**config.mk**
```make
export PLATFORM = sky130hd
export DESIGN_NAME = keypad_navigator
export DESIGN_NICKNAME = d
export VERILOG_FILES = /design/src/keypad_pkg.sv /design/src/keypad_navigator.sv /design/src/key_debounce.sv /design/src/menu_param_mem.sv
export SDC_FILE = /design/constraint.sdc
export NUM_CORES = 1
export LEC_CHECK = 0
export BUFFER_PORTS_ARGS = -buffer_cell sky130_fd_sc_hd__buf_2
export CAP_MARGIN = 20
export CORE_MARGIN = 8
export CORE_UTILIZATION = 41
export DETAILED_ROUTE_END_ITERATION = 8
export PLACE_DENSITY = 0.55
export SLEW_MARGIN = 20
export SYNTH_ARGS = -nofsm -noshare
export SYNTH_HDL_FRONTEND = slang
export SYNTH_HIERARCHICAL = 1
export SYNTH_SLANG_ARGS = --single-unit
```
**constraint.sdc**
```tcl
create_clock -name mclk -period 13.04 [get_ports mclk]
set_input_delay 1.956 -clock mclk [delete_from_list [all_inputs] [get_ports mclk]]
set_output_delay 1.956 -clock mclk [all_outputs]
set_load 0.05 [all_outputs]
```
**src/keypad_pkg.sv**
```systemverilog
// Constants, types and contract list for the keypad parameter navigator
// Contract
// Status mode shows status code, last parameter
// View range limits; outside shows dashes, locked
// Up holds to top, single press wraps
// Down holds to zero, single press wraps
// Up and Down together select parameter zero
// Right holds to menu 22, then wraps
// Left holds to menu 0, then wraps
// Left and Right together select menu 0
// Menu change only with full access level
// Each menu remembers its last parameter
// Edit mode Up increases, Down decreases value
// Digit selection only for numeric max above 9
// Digit selection wraps at both ends
// Idle edit flashes digit or whole text
// Active in-range adjustment shows steady value
// Least digit steps accelerate, stop at limits
// Higher digits repeat steadily and carry over
// Over limit flashes; release restores; hold writes
// Up and Down together zero the value
// Mode key cycles view, edit and status
// Help key toggles help; Up/Down scroll only
// Stop key press also requests drive reset
// Debounced keys; close presses count as together
package keypad_pkg;
   localparam int CLK_HZ = 50_000_000;
   localparam int CYCLES_PER_MS = CLK_HZ / 1000;
   localparam int MENU_W = 5;
   localparam int PARAM_W = 8;
   localparam int MENU_MAX = 22;
   localparam int MENU_COUNT = MENU_MAX + 1;
   localparam logic [MENU_W-1:0] MENU_RESET = 5'h00;
   localparam logic [PARAM_W-1:0] PARAM_RESET = 8'h00;
   // -999,999 and 9,999,999
   localparam logic signed [31:0] VIEW_MIN = 32'shFFF0BDC1;
   localparam logic signed [31:0] VIEW_MAX = 32'sh0098967F;
   localparam int DIGIT_MAX = 7;
   localparam int LIMIT_HOLD_MS = 3000;
   localparam int LIMIT_HOLD_CYCLES = LIMIT_HOLD_MS * CYCLES_PER_MS;
   localparam int DEBOUNCE_MS = 10;
   localparam int DEBOUNCE_CYCLES = DEBOUNCE_MS * CYCLES_PER_MS;
   localparam int REPEAT_DELAY_MS = 500;
   localparam int REPEAT_DELAY_CYCLES = REPEAT_DELAY_MS * CYCLES_PER_MS;
   localparam int REPEAT_PERIOD_MS = 100;
   localparam int REPEAT_PERIOD_CYCLES = REPEAT_PERIOD_MS * CYCLES_PER_MS;
   localparam int ACCEL_REPEATS = 8;
   localparam logic [1:0] ACCEL_TOP = 2'h3;
   localparam logic [1:0] RESTORE_WAIT = 2'h2;

   typedef struct packed {
      logic stop;
      logic help;
      logic mode;
      logic right;
      logic left;
      logic down;
      logic up;
   } keys_t;

   typedef enum logic [1:0] {
      MODE_STATUS = 2'b00,
      MODE_VIEW = 2'b01,
      MODE_EDIT = 2'b10,
      MODE_HELP = 2'b11
   } disp_mode_t;

   typedef enum logic [3:0] {
      status_inhibited = 4'b0000,
      status_ready = 4'b0001,
      status_stopped = 4'b0010,
      status_running = 4'b0011,
      status_scanning = 4'b0100,
      status_mains_loss = 4'b0101,
      status_decelerating = 4'b0110,
      status_dc_injection = 4'b0111,
      status_positioning = 4'b1000,
      status_tripped = 4'b1001,
      status_regen_active = 4'b1010
   } drive_status_t;

   typedef struct packed {
      logic signed [31:0] value;
      logic signed [31:0] max;
      logic signed [31:0] min;
      logic is_text;
      logic [PARAM_W-1:0] top;
   } param_info_t;

   typedef struct packed {
      logic wr;
      logic signed [31:0] value;
   } param_write_t;
endpackage : keypad_pkg

```
**src/keypad_navigator.sv**
```systemverilog
// Front panel navigation, view and edit controller
`timescale 1ns/1ps
module keypad_navigator #(
   parameter int DEB_CYCLES = keypad_pkg::DEBOUNCE_CYCLES,
   parameter int HOLD_CYCLES = keypad_pkg::LIMIT_HOLD_CYCLES,
   parameter int DELAY_CYCLES = keypad_pkg::REPEAT_DELAY_CYCLES,
   parameter int PERIOD_CYCLES = keypad_pkg::REPEAT_PERIOD_CYCLES
)
(
   // Clock and reset
   input wire logic mclk,
   input wire logic nrst,
   // Operator keys and access level
   input keypad_pkg::keys_t keys_raw,
   input wire logic access_all,
   // Parameter store and drive
   input keypad_pkg::drive_status_t drive_status,
   input keypad_pkg::param_info_t info,
   output keypad_pkg::param_write_t wr,
   // Display
   output keypad_pkg::disp_mode_t mode,
   output keypad_pkg::drive_status_t status_code,
   output logic [keypad_pkg::MENU_W-1:0] menu,
   output logic [keypad_pkg::PARAM_W-1:0] param,
   output logic signed [31:0] shown_value,
   output logic [2:0] digit,
   output logic flash_digit,
   output logic flash_all,
   output logic dashes,
   // Help scrolling and drive commands
   output logic help_up,
   output logic help_down,
   output logic stop_req,
   output logic reset_req
);
   localparam logic [4:0] MENU_TOP = 5'(keypad_pkg::MENU_MAX);

   if (HOLD_CYCLES < 1 || DELAY_CYCLES < 1 || PERIOD_CYCLES < 1)
   begin : g_chk
      $error("Timing counts must be at least 1");
   end

   function automatic logic signed [32:0] pow10(input logic [2:0] n);
      case (n)
         3'h0: return 33'sh000000001;
         3'h1: return 33'sh00000000A;
         3'h2: return 33'sh000000064;
         3'h3: return 33'sh0000003E8;
         3'h4: return 33'sh000002710;
         3'h5: return 33'sh0000186A0;
         3'h6: return 33'sh0000F4240;
         default: return 33'sh000000001;
      endcase
   endfunction : pow10

   function automatic logic [2:0] digits_of(input logic signed [31:0] v);
      logic [2:0] n;
      n = 3'h1;
      for (int i = 1; i < keypad_pkg::DIGIT_MAX; i++)
         if (33'(v) >= pow10(3'(i)))
            n = 3'(i + 1);
      return n;
   endfunction : digits_of

   keypad_pkg::keys_t keys;
   keypad_pkg::keys_t prev;
   keypad_pkg::keys_t press;
   logic rep;
   logic rep_first;
   logic [31:0] rep_cnt;
   logic [3:0] acc_cnt;
   logic [1:0] acc_lvl;
   logic [1:0] pend;
   logic [keypad_pkg::PARAM_W-1:0] mem_rdata;
   logic [keypad_pkg::MENU_W-1:0] next_menu;
   logic [keypad_pkg::PARAM_W-1:0] next_param;
   logic signed [31:0] edit_value;
   logic signed [31:0] over_limit;
   logic over;
   logic [31:0] over_cnt;
   logic view;
   logic both_ud;
   logic both_lr;
   logic up_step;
   logic down_step;
   logic right_step;
   logic left_step;
   logic adjusting;
   logic out_of_range;
   logic digit_ok;
   logic [2:0] ndig;
   logic signed [32:0] step_val;
   logic signed [32:0] cand_up;
   logic signed [32:0] cand_dn;

   key_debounce #(.DEB_CYCLES(DEB_CYCLES)) u_deb (
      .mclk(mclk),
      .nrst(nrst),
      .raw(keys_raw),
      .keys(keys)
   );

   // Restore reads the new menu while writes track the current one
   menu_param_mem u_mem (
      .mclk(mclk),
      .nrst(nrst),
      .we(pend == 2'h0),
      .waddr(menu),
      .wdata(param),
      .raddr(menu),
      .rdata(mem_rdata)
   );

   assign press = keypad_pkg::keys_t'(keys & ~prev);
   assign view = (mode == keypad_pkg::MODE_VIEW);
   assign both_ud = keys.up && keys.down && (press.up || press.down);
   assign both_lr = keys.left && keys.right && (press.left || press.right);
   assign up_step = keys.up && !keys.down && (press.up || rep);
   assign down_step = keys.down && !keys.up && (press.down || rep);
   assign right_step = keys.right && !keys.left && (press.right || rep);
   assign left_step = keys.left && !keys.right && (press.left || rep);
   assign adjusting = keys.up || keys.down;
   assign out_of_range = info.value < keypad_pkg::VIEW_MIN ||
                         info.value > keypad_pkg::VIEW_MAX;
   assign digit_ok = !info.is_text && info.max > 32'sh00000009;
   assign ndig = digits_of(info.max);
   assign step_val = (digit == 3'h0) ? pow10({1'b0, acc_lvl}) : pow10(digit);
   assign cand_up = 33'(edit_value) + step_val;
   assign cand_dn = 33'(edit_value) - step_val;

   always_ff @(posedge mclk)
   begin
      if (!nrst)
         prev <= '0;
      else
         prev <= keys;
   end

   // Auto-repeat for a held joypad direction
   always_ff @(posedge mclk)
   begin
      if (!nrst)
      begin
         rep_cnt <= '0;
         rep_first <= 1'b1;
         rep <= 1'b0;
      end
      else
      begin
         rep <= 1'b0;
         if (!(keys.up || keys.down || keys.left || keys.right) ||
             (press.up || press.down || press.left || press.right))
         begin
            rep_cnt <= '0;
            rep_first <= 1'b1;
         end
         else if (rep_cnt == (rep_first ? 32'(DELAY_CYCLES - 1) :
                              32'(PERIOD_CYCLES - 1)))
         begin
            rep_cnt <= '0;
            rep_first <= 1'b0;
            rep <= 1'b1;
         end
         else
            rep_cnt <= rep_cnt + 1'b1;
      end
   end

   // Step size grows while the least digit is held
   always_ff @(posedge mclk)
   begin
      if (!nrst || !adjusting || press.up || press.down)
      begin
         acc_cnt <= '0;
         acc_lvl <= '0;
      end
      else if (rep && digit == 3'h0 && mode == keypad_pkg::MODE_EDIT)
      begin
         if (acc_cnt == 4'(keypad_pkg::ACCEL_REPEATS - 1))
         begin
            acc_cnt <= '0;
            if (acc_lvl != keypad_pkg::ACCEL_TOP)
               acc_lvl <= acc_lvl + 1'b1;
         end
         else
            acc_cnt <= acc_cnt + 1'b1;
      end
   end

   // Display mode sequencing
   always_ff @(posedge mclk)
   begin
      if (!nrst)
         mode <= keypad_pkg::MODE_STATUS;
      else if (press.help)
         mode <= (mode == keypad_pkg::MODE_HELP) ? keypad_pkg::MODE_VIEW :
                 keypad_pkg::MODE_HELP;
      else if (press.mode)
      begin
         case (mode)
            keypad_pkg::MODE_STATUS: mode <= keypad_pkg::MODE_VIEW;
            keypad_pkg::MODE_VIEW: mode <= out_of_range ?
               keypad_pkg::MODE_STATUS : keypad_pkg::MODE_EDIT;
            keypad_pkg::MODE_EDIT: mode <= keypad_pkg::MODE_STATUS;
            default: mode <= mode;
         endcase
      end
   end

   always_comb
   begin
      next_menu = menu;
      next_param = param;
      if (!access_all)
         next_menu = keypad_pkg::MENU_RESET;
      else if (view && pend == 2'h0)
      begin
         if (both_lr)
            next_menu = keypad_pkg::MENU_RESET;
         else if (right_step)
            next_menu = (menu < MENU_TOP) ? menu + 1'b1 :
                        (press.right ? keypad_pkg::MENU_RESET : menu);
         else if (left_step)
            next_menu = (menu != 5'h00) ? menu - 1'b1 :
                        (press.left ? MENU_TOP : menu);
      end
      if (view && pend == 2'h0 && next_menu == menu)
      begin
         if (both_ud)
            next_param = keypad_pkg::PARAM_RESET;
         else if (up_step)
            next_param = (param < info.top) ? param + 1'b1 :
                         (press.up ? keypad_pkg::PARAM_RESET : param);
         else if (down_step)
            next_param = (param != 8'h00) ? param - 1'b1 :
                         (press.down ? info.top : param);
      end
   end

   // Menu and parameter position with per-menu restore
   always_ff @(posedge mclk)
   begin
      if (!nrst)
      begin
         menu <= keypad_pkg::MENU_RESET;
         param <= keypad_pkg::PARAM_RESET;
         pend <= 2'h0;
      end
      else
      begin
         menu <= next_menu;
         if (next_menu != menu)
            pend <= keypad_pkg::RESTORE_WAIT;
         else if (pend != 2'h0)
            pend <= pend - 1'b1;
         if (pend == 2'h1)
            param <= mem_rdata;
         else if (next_menu == menu)
            param <= next_param;
      end
   end

   // Value editing, digit selection and limit handling
   always_ff @(posedge mclk)
   begin
      if (!nrst)
      begin
         edit_value <= '0;
         over_limit <= '0;
         over <= 1'b0;
         over_cnt <= '0;
         digit <= 3'h0;
         wr <= '0;
      end
      else
      begin
         wr.wr <= 1'b0;
         if (view && press.mode && !press.help)
         begin
            edit_value <= info.value;
            digit <= 3'h0;
            over <= 1'b0;
         end
         else if (mode != keypad_pkg::MODE_EDIT)
            over <= 1'b0;
         else if (both_ud)
         begin
            edit_value <= '0;
            wr <= '{wr: 1'b1, value: 32'sh00000000};
            over <= 1'b0;
         end
         else if (over)
         begin
            if (!adjusting)
               over <= 1'b0;
            else if (over_cnt == 32'(HOLD_CYCLES - 1))
            begin
               edit_value <= over_limit;
               wr <= '{wr: 1'b1, value: over_limit};
               over <= 1'b0;
            end
            else
               over_cnt <= over_cnt + 1'b1;
         end
         else if (up_step)
         begin
            if (cand_up <= 33'(info.max))
            begin
               edit_value <= 32'(cand_up);
               wr <= '{wr: 1'b1, value: 32'(cand_up)};
            end
            else if (digit == 3'h0)
            begin
               edit_value <= info.max;
               wr <= '{wr: 1'b1, value: info.max};
            end
            else
            begin
               over <= 1'b1;
               over_limit <= info.max;
               over_cnt <= '0;
            end
         end
         else if (down_step)
         begin
            if (cand_dn >= 33'(info.min))
            begin
               edit_value <= 32'(cand_dn);
               wr <= '{wr: 1'b1, value: 32'(cand_dn)};
            end
            else if (digit == 3'h0)
            begin
               edit_value <= info.min;
               wr <= '{wr: 1'b1, value: info.min};
            end
            else
            begin
               over <= 1'b1;
               over_limit <= info.min;
               over_cnt <= '0;
            end
         end
         else if (digit_ok && press.right && !keys.left)
            digit <= (digit == 3'h0) ? ndig - 3'h1 : digit - 3'h1;
         else if (digit_ok && press.left && !keys.right)
            digit <= (digit >= ndig - 3'h1) ? 3'h0 : digit + 3'h1;
      end
   end

   // Display and command outputs
   always_ff @(posedge mclk)
   begin
      if (!nrst)
      begin
         status_code <= keypad_pkg::status_inhibited;
         shown_value <= '0;
         flash_digit <= 1'b0;
         flash_all <= 1'b0;
         dashes <= 1'b0;
         help_up <= 1'b0;
         help_down <= 1'b0;
         stop_req <= 1'b0;
         reset_req <= 1'b0;
      end
      else
      begin
         status_code <= drive_status;
         shown_value <= (mode != keypad_pkg::MODE_EDIT) ? info.value :
                        (over ? over_limit : edit_value);
         flash_digit <= mode == keypad_pkg::MODE_EDIT && !info.is_text &&
                        (!adjusting || over);
         flash_all <= mode == keypad_pkg::MODE_EDIT && info.is_text &&
                      !adjusting;
         dashes <= mode != keypad_pkg::MODE_EDIT && out_of_range;
         help_up <= mode == keypad_pkg::MODE_HELP && up_step;
         help_down <= mode == keypad_pkg::MODE_HELP && down_step;
         stop_req <= press.stop;
         reset_req <= press.stop;
      end
   end
endmodule : keypad_navigator

```
**src/key_debounce.sv**
```systemverilog
// Key debouncer that also merges near-simultaneous presses
`timescale 1ns/1ps
module key_debounce #(
   parameter int DEB_CYCLES = keypad_pkg::DEBOUNCE_CYCLES
)
(
   // Clock and reset
   input wire logic mclk,
   input wire logic nrst,
   // Raw and settled keys
   input keypad_pkg::keys_t raw,
   output keypad_pkg::keys_t keys
);
   localparam int CW = $clog2(DEB_CYCLES + 1);

   logic [CW-1:0] cnt;
   keypad_pkg::keys_t last;

   if (DEB_CYCLES < 1)
   begin : g_chk
      $error("DEB_CYCLES must be at least 1");
   end

   // Any change restarts the window, so keys landing inside it merge
   always_ff @(posedge mclk)
   begin
      if (!nrst)
      begin
         last <= '0;
         cnt <= '0;
         keys <= '0;
      end
      else
      begin
         last <= raw;
         if (raw != last)
            cnt <= '0;
         else if (cnt != CW'(DEB_CYCLES - 1))
            cnt <= cnt + 1'b1;
         else
            keys <= last;
      end
   end
endmodule : key_debounce

```
**src/menu_param_mem.sv**
```systemverilog
// Per-menu store of the last accessed parameter number
`timescale 1ns/1ps
module menu_param_mem #(
   parameter int DEPTH = keypad_pkg::MENU_COUNT,
   parameter int AW = keypad_pkg::MENU_W,
   parameter int DW = keypad_pkg::PARAM_W
)
(
   // Clock and reset
   input wire logic mclk,
   input wire logic nrst,
   // Write port
   input wire logic we,
   input wire logic [AW-1:0] waddr,
   input wire logic [DW-1:0] wdata,
   // Registered read port
   input wire logic [AW-1:0] raddr,
   output logic [DW-1:0] rdata
);
   logic [DW-1:0] mem [DEPTH];

   if (DEPTH > (1 << AW) || DEPTH < 1)
   begin : g_chk
      $error("DEPTH does not fit the address width");
   end

   always_ff @(posedge mclk)
   begin
      if (!nrst)
      begin
         for (int i = 0; i < DEPTH; i++)
            mem[i] <= '0;
      end
      else if (we && int'(waddr) < DEPTH)
         mem[waddr] <= wdata;
   end

   always_ff @(posedge mclk)
   begin
      if (!nrst)
         rdata <= '0;
      else if (int'(raddr) < DEPTH)
         rdata <= mem[raddr];
      else
         rdata <= '0;
   end
endmodule : menu_param_mem

```
# --- After elaboration in Yosys (flattened, before gate mapping) ---
# Memories as Yosys holds them, arrays and structs flattened. A register that Yosys moved wholly into a read port is not among the register bits.
# Cells that the tools add are included.
classes:
  eq_ne: 36
  n_addsub: 15
  bitwise: 12
  reduce_logical: 97
  order_cmp: 15
  muxes: 95
ops:
  columns: ["operator", "n"]
  rows:
  - ["$mux 32", 28]
  - ["$mux 33", 11]
  - ["$pmux 33 s4", 1]
  - ["$pmux 20 s6", 1]
  - ["$mux 8", 11]
  - ["$add 32x1->32 const B", 2]
  - ["$mux 5", 10]
  - ["$add 32x33->33", 1]
  - ["$ge 33x32->1", 1]
  - ["$le 33x32->1", 1]
  - ["$sub 32x33->33", 1]
  - ["$eq 32x25->1", 1]
  - ["$eq 32x28->1 const B", 1]
  - ["$ge 32x11->1 const B", 1]
  - ["$ge 32x15->1 const B", 1]
  - ["$ge 32x18->1 const B", 1]
  - ["$ge 32x21->1 const B", 1]
  - ["$ge 32x5->1 const B", 1]
  - ["$ge 32x8->1 const B", 1]
  - ["$gt 32x25->1 const B", 1]
  - ["$gt 32x5->1 const B", 1]
  - ["$lt 32x21->1 const B", 1]
  - ["$logic_and 1x1->1", 31]
  - ["$mux 3", 9]
  - ["other kinds (58)", 151]
totals:
  inputBits: 119
  mem_count: 1
  ff_bits: 272
  output_inout_bits: 94
  mem_bits_rw: 184
  elab_cells: 318
memory_table:
  columns: ["memory", "depth", "width", "rd", "rd_clocked_by_memory_dff", "write_ports", "line", "rtl"]
  rows:
  - ["u_mem.mem", 23, 8, 1, 1, 23, "menu_param_mem.sv:20", "logic [DW-1:0] mem [DEPTH];"]

# --- Longest topological paths before layout ---
# Gate-level depths: netlist of run 1.
depth:
  word_depth: 14
  mapped_depth: 31

# --- Cells and area by module ---
# Netlist of run 1, hierarchy kept.
modules_own_cells:
  columns: ["module", "area_each_um2", "cells_each", "n_inst", "seq_area_each_um2"]
  rows:
  - ["keypad_navigator", 18021.0, 2396, 1, 4784.6]
  - ["menu_param_mem", 9243.9, 639, 1, 5925.7]
  - ["key_debounce", 1420.1, 151, 1, 660.6]

# --- Worst setup path before layout of run 1 ---
# OpenSTA, ideal clock, no wires.
synth_timing:
  kind: "register -> register"
  from: "reg digit[0]"
  to: "reg wr[3] (netlist bit)"
  period_less_slack_ns: 7.060
  setup_slack_ns: 5.980
  required_ns: 12.956
  stages_incl_launch_ff: 29
  path_buffers: 4
  arrival_time_ns: 6.976
  path_cell_list: "dfxtp_1 -> inv_1 -> ha_1 -> ha_1 -> buf_1 -> clkbuf_1 -> o21ai_0 -> inv_1 -> ha_1 -> o21bai_1 -> o2111ai_1 -> a31oi_1 -> a2111o_1 -> a2111oi_0 -> nor2_1 -> xnor2_1 -> ha_1 -> nand4_1 -> or4_4 -> or3_1 -> o22ai_1 -> o21a_1 -> buf_6 -> nor3_2 -> a311oi_2 -> a21oi_1 -> or3b_1 -> buf_6 -> o31ai_2"
synth_via:
  elab_chain_cells: 10
synth_lines:
  columns: ["item", "line", "rtl"]
  rows:
  - ["from (decl)", "keypad_navigator.sv:26", "output logic [2:0] digit,"]
  - ["from (signal assigned)", "keypad_navigator.sv:344", "digit <= (digit == 3'h0) ? ndig - 3'h1 : digit - 3'h1;"]
  - ["from (signal assigned)", "keypad_navigator.sv:346", "digit <= (digit >= ndig - 3'h1) ? 3'h0 : digit + 3'h1;"]
  - ["$eq 3x3->1 (tied with other cells)", "keypad_navigator.sv:44", "case (n)"]
  - ["$pmux 20 s6", "keypad_navigator.sv:44", null]
  - ["$mux 33", "keypad_navigator.sv:127", "assign step_val = (digit == 3'h0) ? pow10({1'b0, acc_lvl}) : pow10(digit);"]
  - ["$sub 32x33->33", "keypad_navigator.sv:129", "assign cand_dn = 33'(edit_value) - step_val;"]
  - ["$ge 33x32->1", "keypad_navigator.sv:326", "if (cand_dn >= 33'(info.min))"]
  - ["$mux 33", "keypad_navigator.sv:326", null]
  - ["$mux 33", "keypad_navigator.sv:324", "else if (down_step)"]
  - ["$mux 33", "keypad_navigator.sv:305", "else if (up_step)"]
  - ["$mux 33", "keypad_navigator.sv:292", "else if (over)"]
  - ["$mux 33", "keypad_navigator.sv:286", "else if (both_ud)"]
  - ["to (signal assigned)", "keypad_navigator.sv:289", "wr <= '{wr: 1'b1, value: 32'sh00000000};"]
  - ["to (signal assigned)", "keypad_navigator.sv:310", "wr <= '{wr: 1'b1, value: 32'(cand_up)};"]
  - ["to (signal assigned)", "keypad_navigator.sv:329", "wr <= '{wr: 1'b1, value: 32'(cand_dn)};"]
  - ["to (decl)", "keypad_navigator.sv:19", "output keypad_pkg::param_write_t wr,"]
# Parallel ways exist; a longest one is shown, timed or not. The select of a mux whose other input is x is not followed.
# A chain may end at the register's enable or synchronous reset.

# --- Worst setup path in the final report of run 1 ---
layout_timing:
  from: "reg digit[0]"
  to: "reg edit_value[14]"
layout_via:
  elab_chain_cells: 12
layout_lines:
  columns: ["item", "line", "rtl"]
  rows:
  - ["$eq 3x3->1 (tied with other cells)", "keypad_navigator.sv:44", null]
  - ["$pmux 20 s6", "keypad_navigator.sv:44", null]
  - ["$mux 33", "keypad_navigator.sv:127", null]
  - ["$sub 32x33->33", "keypad_navigator.sv:129", null]
  - ["$ge 33x32->1", "keypad_navigator.sv:326", null]
  - ["$mux 32", "keypad_navigator.sv:326", null]
  - ["$mux 32", "keypad_navigator.sv:324", null]
  - ["$mux 32", "keypad_navigator.sv:305", null]
  - ["$mux 32", "keypad_navigator.sv:292", null]
  - ["$mux 32", "keypad_navigator.sv:286", null]
  - ["$mux 32", "keypad_navigator.sv:284", "else if (mode != keypad_pkg::MODE_EDIT)"]
  - ["$mux 32", "keypad_navigator.sv:278", "if (view && press.mode && !press.help)"]
  - ["to (signal assigned)", "keypad_navigator.sv:280", "edit_value <= info.value;"]
  - ["to (signal assigned)", "keypad_navigator.sv:298", "edit_value <= over_limit;"]
  - ["to (signal assigned)", "keypad_navigator.sv:309", "edit_value <= 32'(cand_up);"]
  - ["to (decl)", "keypad_navigator.sv:77", "logic signed [31:0] edit_value;"]
# Parallel ways exist; a longest one is shown, timed or not. The select of a mux whose other input is x is not followed.

==> results of run 1 <==
==> stage by stage <==
step	hold WS, ps	util	area (sq um)	total power, W	setup WS (ps)
3_5_place_dp	385	0.438	30500	0.00181	4230
5_1_grt	420	0.466	32500	0.00350	3670
2_1_floorplan	367	-	28700	0.00172	5980
4_1_cts	396	0.466	32400	0.00343	4150
6_report	391	0.466	32500	0.00340	4260
3_3_place_gp	376	0.438	30500	0.00181	4410
==> power by group through the flow <==
| stage | sequential [W] | combinational [W] | clock (W) |
|---|---|---|---|
| global route | 0.00157 | 0.000226 | 0.00170 |
| finish | 0.00157 | 0.000212 | 0.00162 |
| floorplan | 0.00162 | 0.0000957 | 0 |
| CTS | 0.00157 | 0.000209 | 0.00165 |
| global placement | 0.00160 | 0.000207 | 0 |
| detailed placement | 0.00160 | 0.000208 | 0 |
==> cell usage after synthesis (all sizes together) (11+ instances only) <==
master / number / share of area
nand2b: 33 / 0.0072
nand2: 284 / 0.038
a21oi: 153 / 0.027
a221oi: 11 / 0.0036
o31ai: 24 / 0.0080
a211oi: 66 / 0.017
nor4: 33 / 0.0074
o21ai: 179 / 0.031
nand4: 52 / 0.011
mux4: 25 / 0.020
a21o: 17 / 0.0044
or2: 15 / 0.0033
mux2i: 113 / 0.040
o21bai: 12 / 0.0031
edfxtp: 192 / 0.20
nor2: 310 / 0.042
dfxtp: 280 / 0.20
o21a: 17 / 0.0044
and2: 205 / 0.045
nor4b: 11 / 0.0036
a221o: 13 / 0.0045
o22ai: 27 / 0.0059
and3: 50 / 0.011
xnor2: 59 / 0.018
o211ai: 55 / 0.014
inv: 131 / 0.017
ha: 139 / 0.061
nand3: 74 / 0.013
and4: 13 / 0.0040
or3: 19 / 0.0041
clkbuf: 142 / 0.019
nor3b: 11 / 0.0031
a31oi: 28 / 0.0061
buf: 38 / 0.0092
a22oi: 34 / 0.0089
o221ai: 23 / 0.0070
nor3: 70 / 0.012
nor2b: 25 / 0.0055
xor2: 81 / 0.025
==> layout by cell type, fill, tap and decap left out, types with 12 or more instances in the layout <==
master | synthesis | final
nor2_1 | 303 | 303
nand2_1 | 282 | 282
dfxtp_1 | 280 | 277
buf_2 | 11 | 212
and2_1 | 205 | 205
edfxtp_1 | 192 | 192
o21ai_0 | 175 | 164
a21oi_1 | 153 | 153
ha_1 | 139 | 138
inv_1 | 130 | 130
mux2i_1 | 112 | 112
xor2_1 | 81 | 81
nand3_1 | 74 | 73
nor3_1 | 69 | 69
a211oi_1 | 65 | 65
xnor2_1 | 59 | 59
clkbuf_16 | 0 | 56
o211ai_1 | 55 | 55
nand4_1 | 52 | 52
and3_1 | 49 | 49
buf_4 | 3 | 45
a22oi_1 | 34 | 34
nand2b_1 | 33 | 33
nor4_1 | 32 | 32
a31oi_1 | 28 | 28
o22ai_1 | 27 | 27
nor2b_1 | 25 | 25
mux4_2 | 25 | 25
o221ai_1 | 23 | 23
or3_1 | 19 | 19
a21o_1 | 17 | 17
o21a_1 | 17 | 16
or2_2 | 15 | 15
o31ai_1 | 14 | 14
a221o_1 | 13 | 13
and4_1 | 13 | 13
o21bai_1 | 12 | 12
o21ai_1 | 3 | 12
==> area by class of cell <==
class	instances	area, sq um
fill	6743	37200
multi-input combinational	2408	16100
sequential	472	11400
clock buffer	73	1580
timing repair buffer	258	1410
tap	940	1180
inverter	133	499
clock inverter	27	342
antenna	3	7.51
==> cell families (layout without fill, tap and decap cells) <==
group / count (synthesis) / in the layout / share of synthesized area
AND/OR/NAND/NOR: 1238 / 1238 / 0.221
AO/OA/AOI/OAI: 735 / 735 / 0.170
flip-flops: 472 / 472 / 0.396
buffers and inverters: 313 / 491 / 0.0453
multiplexers: 146 / 146 / 0.0626
adder cells (fa/ha/maj): 141 / 141 / 0.0620
XOR/XNOR: 140 / 140 / 0.0427
other: 1 / 11 / 0.000131
==> worst max-delay path by stage <==
stage,start,end
global route,digit[0],edit_value[10]
detailed placement,digit[0],wr[9]
global placement,digit[0],wr[3]
floorplan,digit[0],wr[3]
finish,digit[0],edit_value[14]
CTS,digit[0],wr[5]
==> worst register-to-register path, stage by stage (launching register included) <==
cell and delay (ps):
dfxtp_1 370, inv_1 130, ha_1 240, ha_1 770, nand2b_1 240, nor2_1 150, nor2_1 60, a31oi_1 220
ha_1 380, nand2b_1 120, o31a_1 370, a2111oi_1 660, nor3_1 300, or2_2 420, or3_1 380, nand2_1 80
ha_1 130, nand4_1 180, nor4_1 600, nand2_1 100, o2bb2ai_1 300, o21a_1 180, buf_4 310, mux2i_4 190
a211o_1 550, nor2_1 890, a22oi_1 240, o21ai_0 150
==> per-layer routing <==
metal | part of all wire | up-vias | GRT usage
met2 | 0.45 | 1148 | 0.410
met3 | 0.086 | 172 | 0.0519
met1 | 0.43 | 12550 | 0.348
li1 | - | 11861 | -
met4 | 0.033 | 4 | 0.0845
met5 | 0.00020 | - | 0
==> registers in the layout (all words and copies together), names as in the netlist, 2 cells and up <==
| register | flops |
|---|---|
| u_mem/mem | 192 |
| rep_cnt | 32 |
| u_deb/keys | 7 |
| acc_lvl | 2 |
| over_cnt | 32 |
| shown_value | 32 |
| u_mem/rdata | 8 |
| u_deb/cnt | 19 |
| digit | 3 |
| mode | 2 |
| edit_value | 32 |
| acc_cnt | 4 |
| wr | 33 |
| menu | 5 |
| param | 8 |
| over_limit | 32 |
| prev | 7 |
| status_code | 4 |
| u_deb/last | 7 |
| pend | 2 |
==> out/summary.txt, run 1 <==
RSZ-0062 raised after global routing: no
Largest net degree at the start of global routing: 78
Placed Instances: 4209
Routed WL: 106000 um
CORE AREA: 69700 sq um
Register area share after synthesis: 0.396
Clock Skew: 23.2 ps
Post-DP HPWL: 80300 um
Vias in the first global route: 24670
Hold path depth: 1
Clock tree buffer depth: 3
H-tree depth: 2
CTS tree: yes
Maximum clock rate: 114 MHz
Worst r2r dst: edit_value[14]
TNS Setup: 0 ps
Routed vias: 25735
Switching pwr: 0.000824 W
Seq pwr share: 0.462
Leak: 12.8 nW
Status: finished clean
Worst hold start: prev[6]
Critical Path End Type: flip-flop
Clock sink count: 472
Chip height: 281 um
Count of different cell masters after synthesis: 105
Hold Path Class: flip-flop to flip-flop
Crit path buf inv count: 2
Prevailing post-synth register cell: dfxtp_1
Syn Inst Count: 3186
Routed length per placed instance: 24.5 um
Max-cap check violation count: 0
Global route overflow: 0
Post-layout minimum cycle time: 8780 ps
Global-route wire length before repair: 156000 um
Num rows: 97
Max Slew Vio Count: 0
EDFF count, synth: 192
Die width: 281 um
Crit path max-delay family: simple AND/OR/NAND/NOR gates
GRT Total Usage: 0.257
Least-Margin Pin Slew: 1100 ps
Clock latency at the later pin of the worst-skew pair: 620 ps
ANT nets after route: 0
Most Frequent Cell on Critical Path: ha_1
CTS Hold Buffers Added: 0
PwrDens: 105 nW/um^2
CTS-repair resized insts: 0
Biggest cell delay along the critical path: 890 ps
Post-synthesis area per instance: 9.00 sq um
Synth Register Bits: 472
Cell area after synthesis: 28700 sq um
Layout area overhead: 13.2%
Post-route DRC: 0
Initial antenna violation count: 7
Ys async rst share: 0
CTS root buf: clkbuf_16
Vias per cell: 5.97
DIE AREA: 78700 sq um
Initial DRC count: 2848
Hold Crit Endpoint: reset_req
Share of layout cells above drive strength 1: 0.133
Clock Power Share: 0.475
Slowest-stage cell, CP: nor2_1
Sw frac: 0.242
Setup Fix Bufs, Post-CTS: 0
Arrival time at the worst endpoint: 9330 ps
Power Internal: 0.00258 W
Worst relative slew slack: 0.260
Worst vdd ir: 92.4 uV
Fin nets: 3587
IO buf count: 212
Comb power frac: 0.062
Count of final setup violators: 0
Fin crit share: 0.673
Starting Density: 0.412
Top Ports: 213
Worst Setup Start Kind: flip-flop
Crit path max fanout: 22
Final hold violations: 0
Clock buffer count from CTS: 54
Global placer's final weighted congestion: 0.960
R2r setup slk: 4260 ps
Worst r2r src: digit[0]
Critical Path RT: 13580 ps
Pre-Repair DR Iteration Count: 6
WP depth: 27
YS warnings: 6
Finished Layout Cells: 4314
Kind of critical path: flip-flop to flip-flop
R2R depth: 27
Clk slew on worst S/H paths: 60 ps
(Power assumes the default switching activity.)
==> run 2, diff against run 1 <==
==> constraint.sdc (replaced) <==
create_clock -name mclk -period 8.09 [get_ports mclk]
set_input_delay 1.2135 -clock mclk [delete_from_list [all_inputs] [get_ports mclk]]
set_output_delay 1.2135 -clock mclk [all_outputs]
set_load 0.05 [all_outputs]
==> out/summary.txt, run 2 (synthesized netlist as in run 1, its figures left out) <==
Status: finished clean
Post-layout minimum cycle time: 7670 ps
Final hold violations: 0
Worst Setup Start Kind: flip-flop
Least-Margin Pin Slew: 1050 ps
Global-route wire length before repair: 155000 um
Most Frequent Cell on Critical Path: ha_1
Share of layout cells above drive strength 1: 0.137
Routed WL: 105000 um
Initial DRC count: 3031
IO buf count: 212
WP depth: 27
RSZ-0062 raised after global routing: no
Routed vias: 25938
TNS Setup: 0 ps
CORE AREA: 69700 sq um
Global placer's final weighted congestion: 0.984
Clock buffer count from CTS: 54
H-tree depth: 2
Area of the multi-input gates: 16100 sq um
R2R depth: 27
Crit path buf inv count: 4
Commonest non-fill, non-tap cells in the layout: nor2_1, nand2_1, dfxtp_1
GRT met2 Usage: 0.395
Top Ports: 213
Leak: 12.9 nW
Clk slew on worst S/H paths: 60 ps
Clock sink count: 472
Top flop regs: u_mem/mem: 192 flops, wr: 33 flops
Vias per cell: 5.98
Grt met1 use: 0.353
Max Slew Vio Count: 0
PwrDens: 166 nW/um^2
Vias in the first global route: 24638
Setup Fix Bufs, Post-CTS: 0
Final core occ: 0.468
Layout area overhead: 13.7%
Hold Path Class: flip-flop to flip-flop
Crit path max fanout: 18
Maximum clock rate: 130 MHz
Largest net degree at the start of global routing: 78
Initial antenna violation count: 11
Global route overflow: 0
Kind of critical path: flip-flop to flip-flop
Cell Area, Placed: 30700 sq um
Chip height: 281 um
Arrival time at the worst endpoint: 8210 ps
Storage element area: 11400 sq um
Max reg flops: 192
Critical Path End Type: flip-flop
Starting Density: 0.412
Met3 Use GR: 0.0486
Num rows: 97
Slowest-stage cell, CP: or4b_2
Biggest register: u_mem/mem
Routed length per placed instance: 24.2 um
Most common cell after layout, fill and taps aside: nor2_1
Fin nets: 3610
Die width: 281 um
CTS root buf: clkbuf_16
Hold path depth: 1
Min Hold Slack: 390 ps
Max-cap check violation count: 0
GRT Total Usage: 0.254
Clock latency at the later pin of the worst-skew pair: 640 ps
Biggest cell delay along the critical path: 680 ps
Post-DP HPWL: 79800 um
Critical Path RT: 8630 ps
Design Area, Final: 32600 sq um
Worst relative slew slack: 0.299
Post-route DRC: 0
CTS tree: yes
ANT nets after route: 0
DIE AREA: 78700 sq um
Worst vdd ir: 139 uV
Crit path max-delay family: simple AND/OR/NAND/NOR gates
Clock tree buffer depth: 3
Pre-Repair DR Iteration Count: 6
Clock Skew: 34.0 ps
Fillers: 6797
Most Crowded Layer GR: met2
Count of final setup violators: 0
Fin crit share: 0.948
-- run 2: what timing repair did --
action                                  in CTS  in global routing
endpoints found under the setup margin       0                 73
hold buffers                                 0                  0
resized for setup                            0                  3
-- run 2: worst paths after layout --
path,from,endpoint,slack [ps]
min reg2reg,prev[6],reset_req,390
min,prev[6],reset_req,390
max reg2reg,digit[0],wr[7],420
max,digit[0],wr[7],420
-- run 2: area by class of cell --
cell class,count,share of cell area
Multi-Input combinational cell,2408,0.494
Sequential cell,472,0.349
Clock buffer,79,0.0478
Clock inverter,22,0.00940
Antenna cell,4,0.000307
Inverter,133,0.0153
Tap cell,940,0.0361
Timing Repair Buffer,281,0.0488
-- run 2: power by group --
group          internal (W)  total (W)  switching (W)  leakage, nW
logic              0.000104   0.000351       0.000248         7.75
registers           0.00252    0.00253      0.0000170         4.26
clock network       0.00150    0.00254        0.00104        0.902
total               0.00412    0.00542        0.00130         12.9
-- run 2: per-layer routing --
metal,part of all wire,up-vias
met5,0.00031,-
met4,0.032,6
met3,0.088,199
met2,0.44,1236
met1,0.44,12600
li1,-,11897
-- run 2: stage by stage --
| stage | total power, W | setup slack, ps | std cells |
|---|---|---|---|
| 2_1_floorplan | 0.00277 | 1030 | 3193 |
| 3_3_place_gp | 0.00292 | 466 | 4231 |
| 3_5_place_dp | 0.00293 | 209 | 4234 |
| 4_1_cts | 0.00546 | 188 | 4335 |
| 5_1_grt | 0.00559 | 19.4 | 4337 |
| 6_report | 0.00542 | 419 | 4339 |
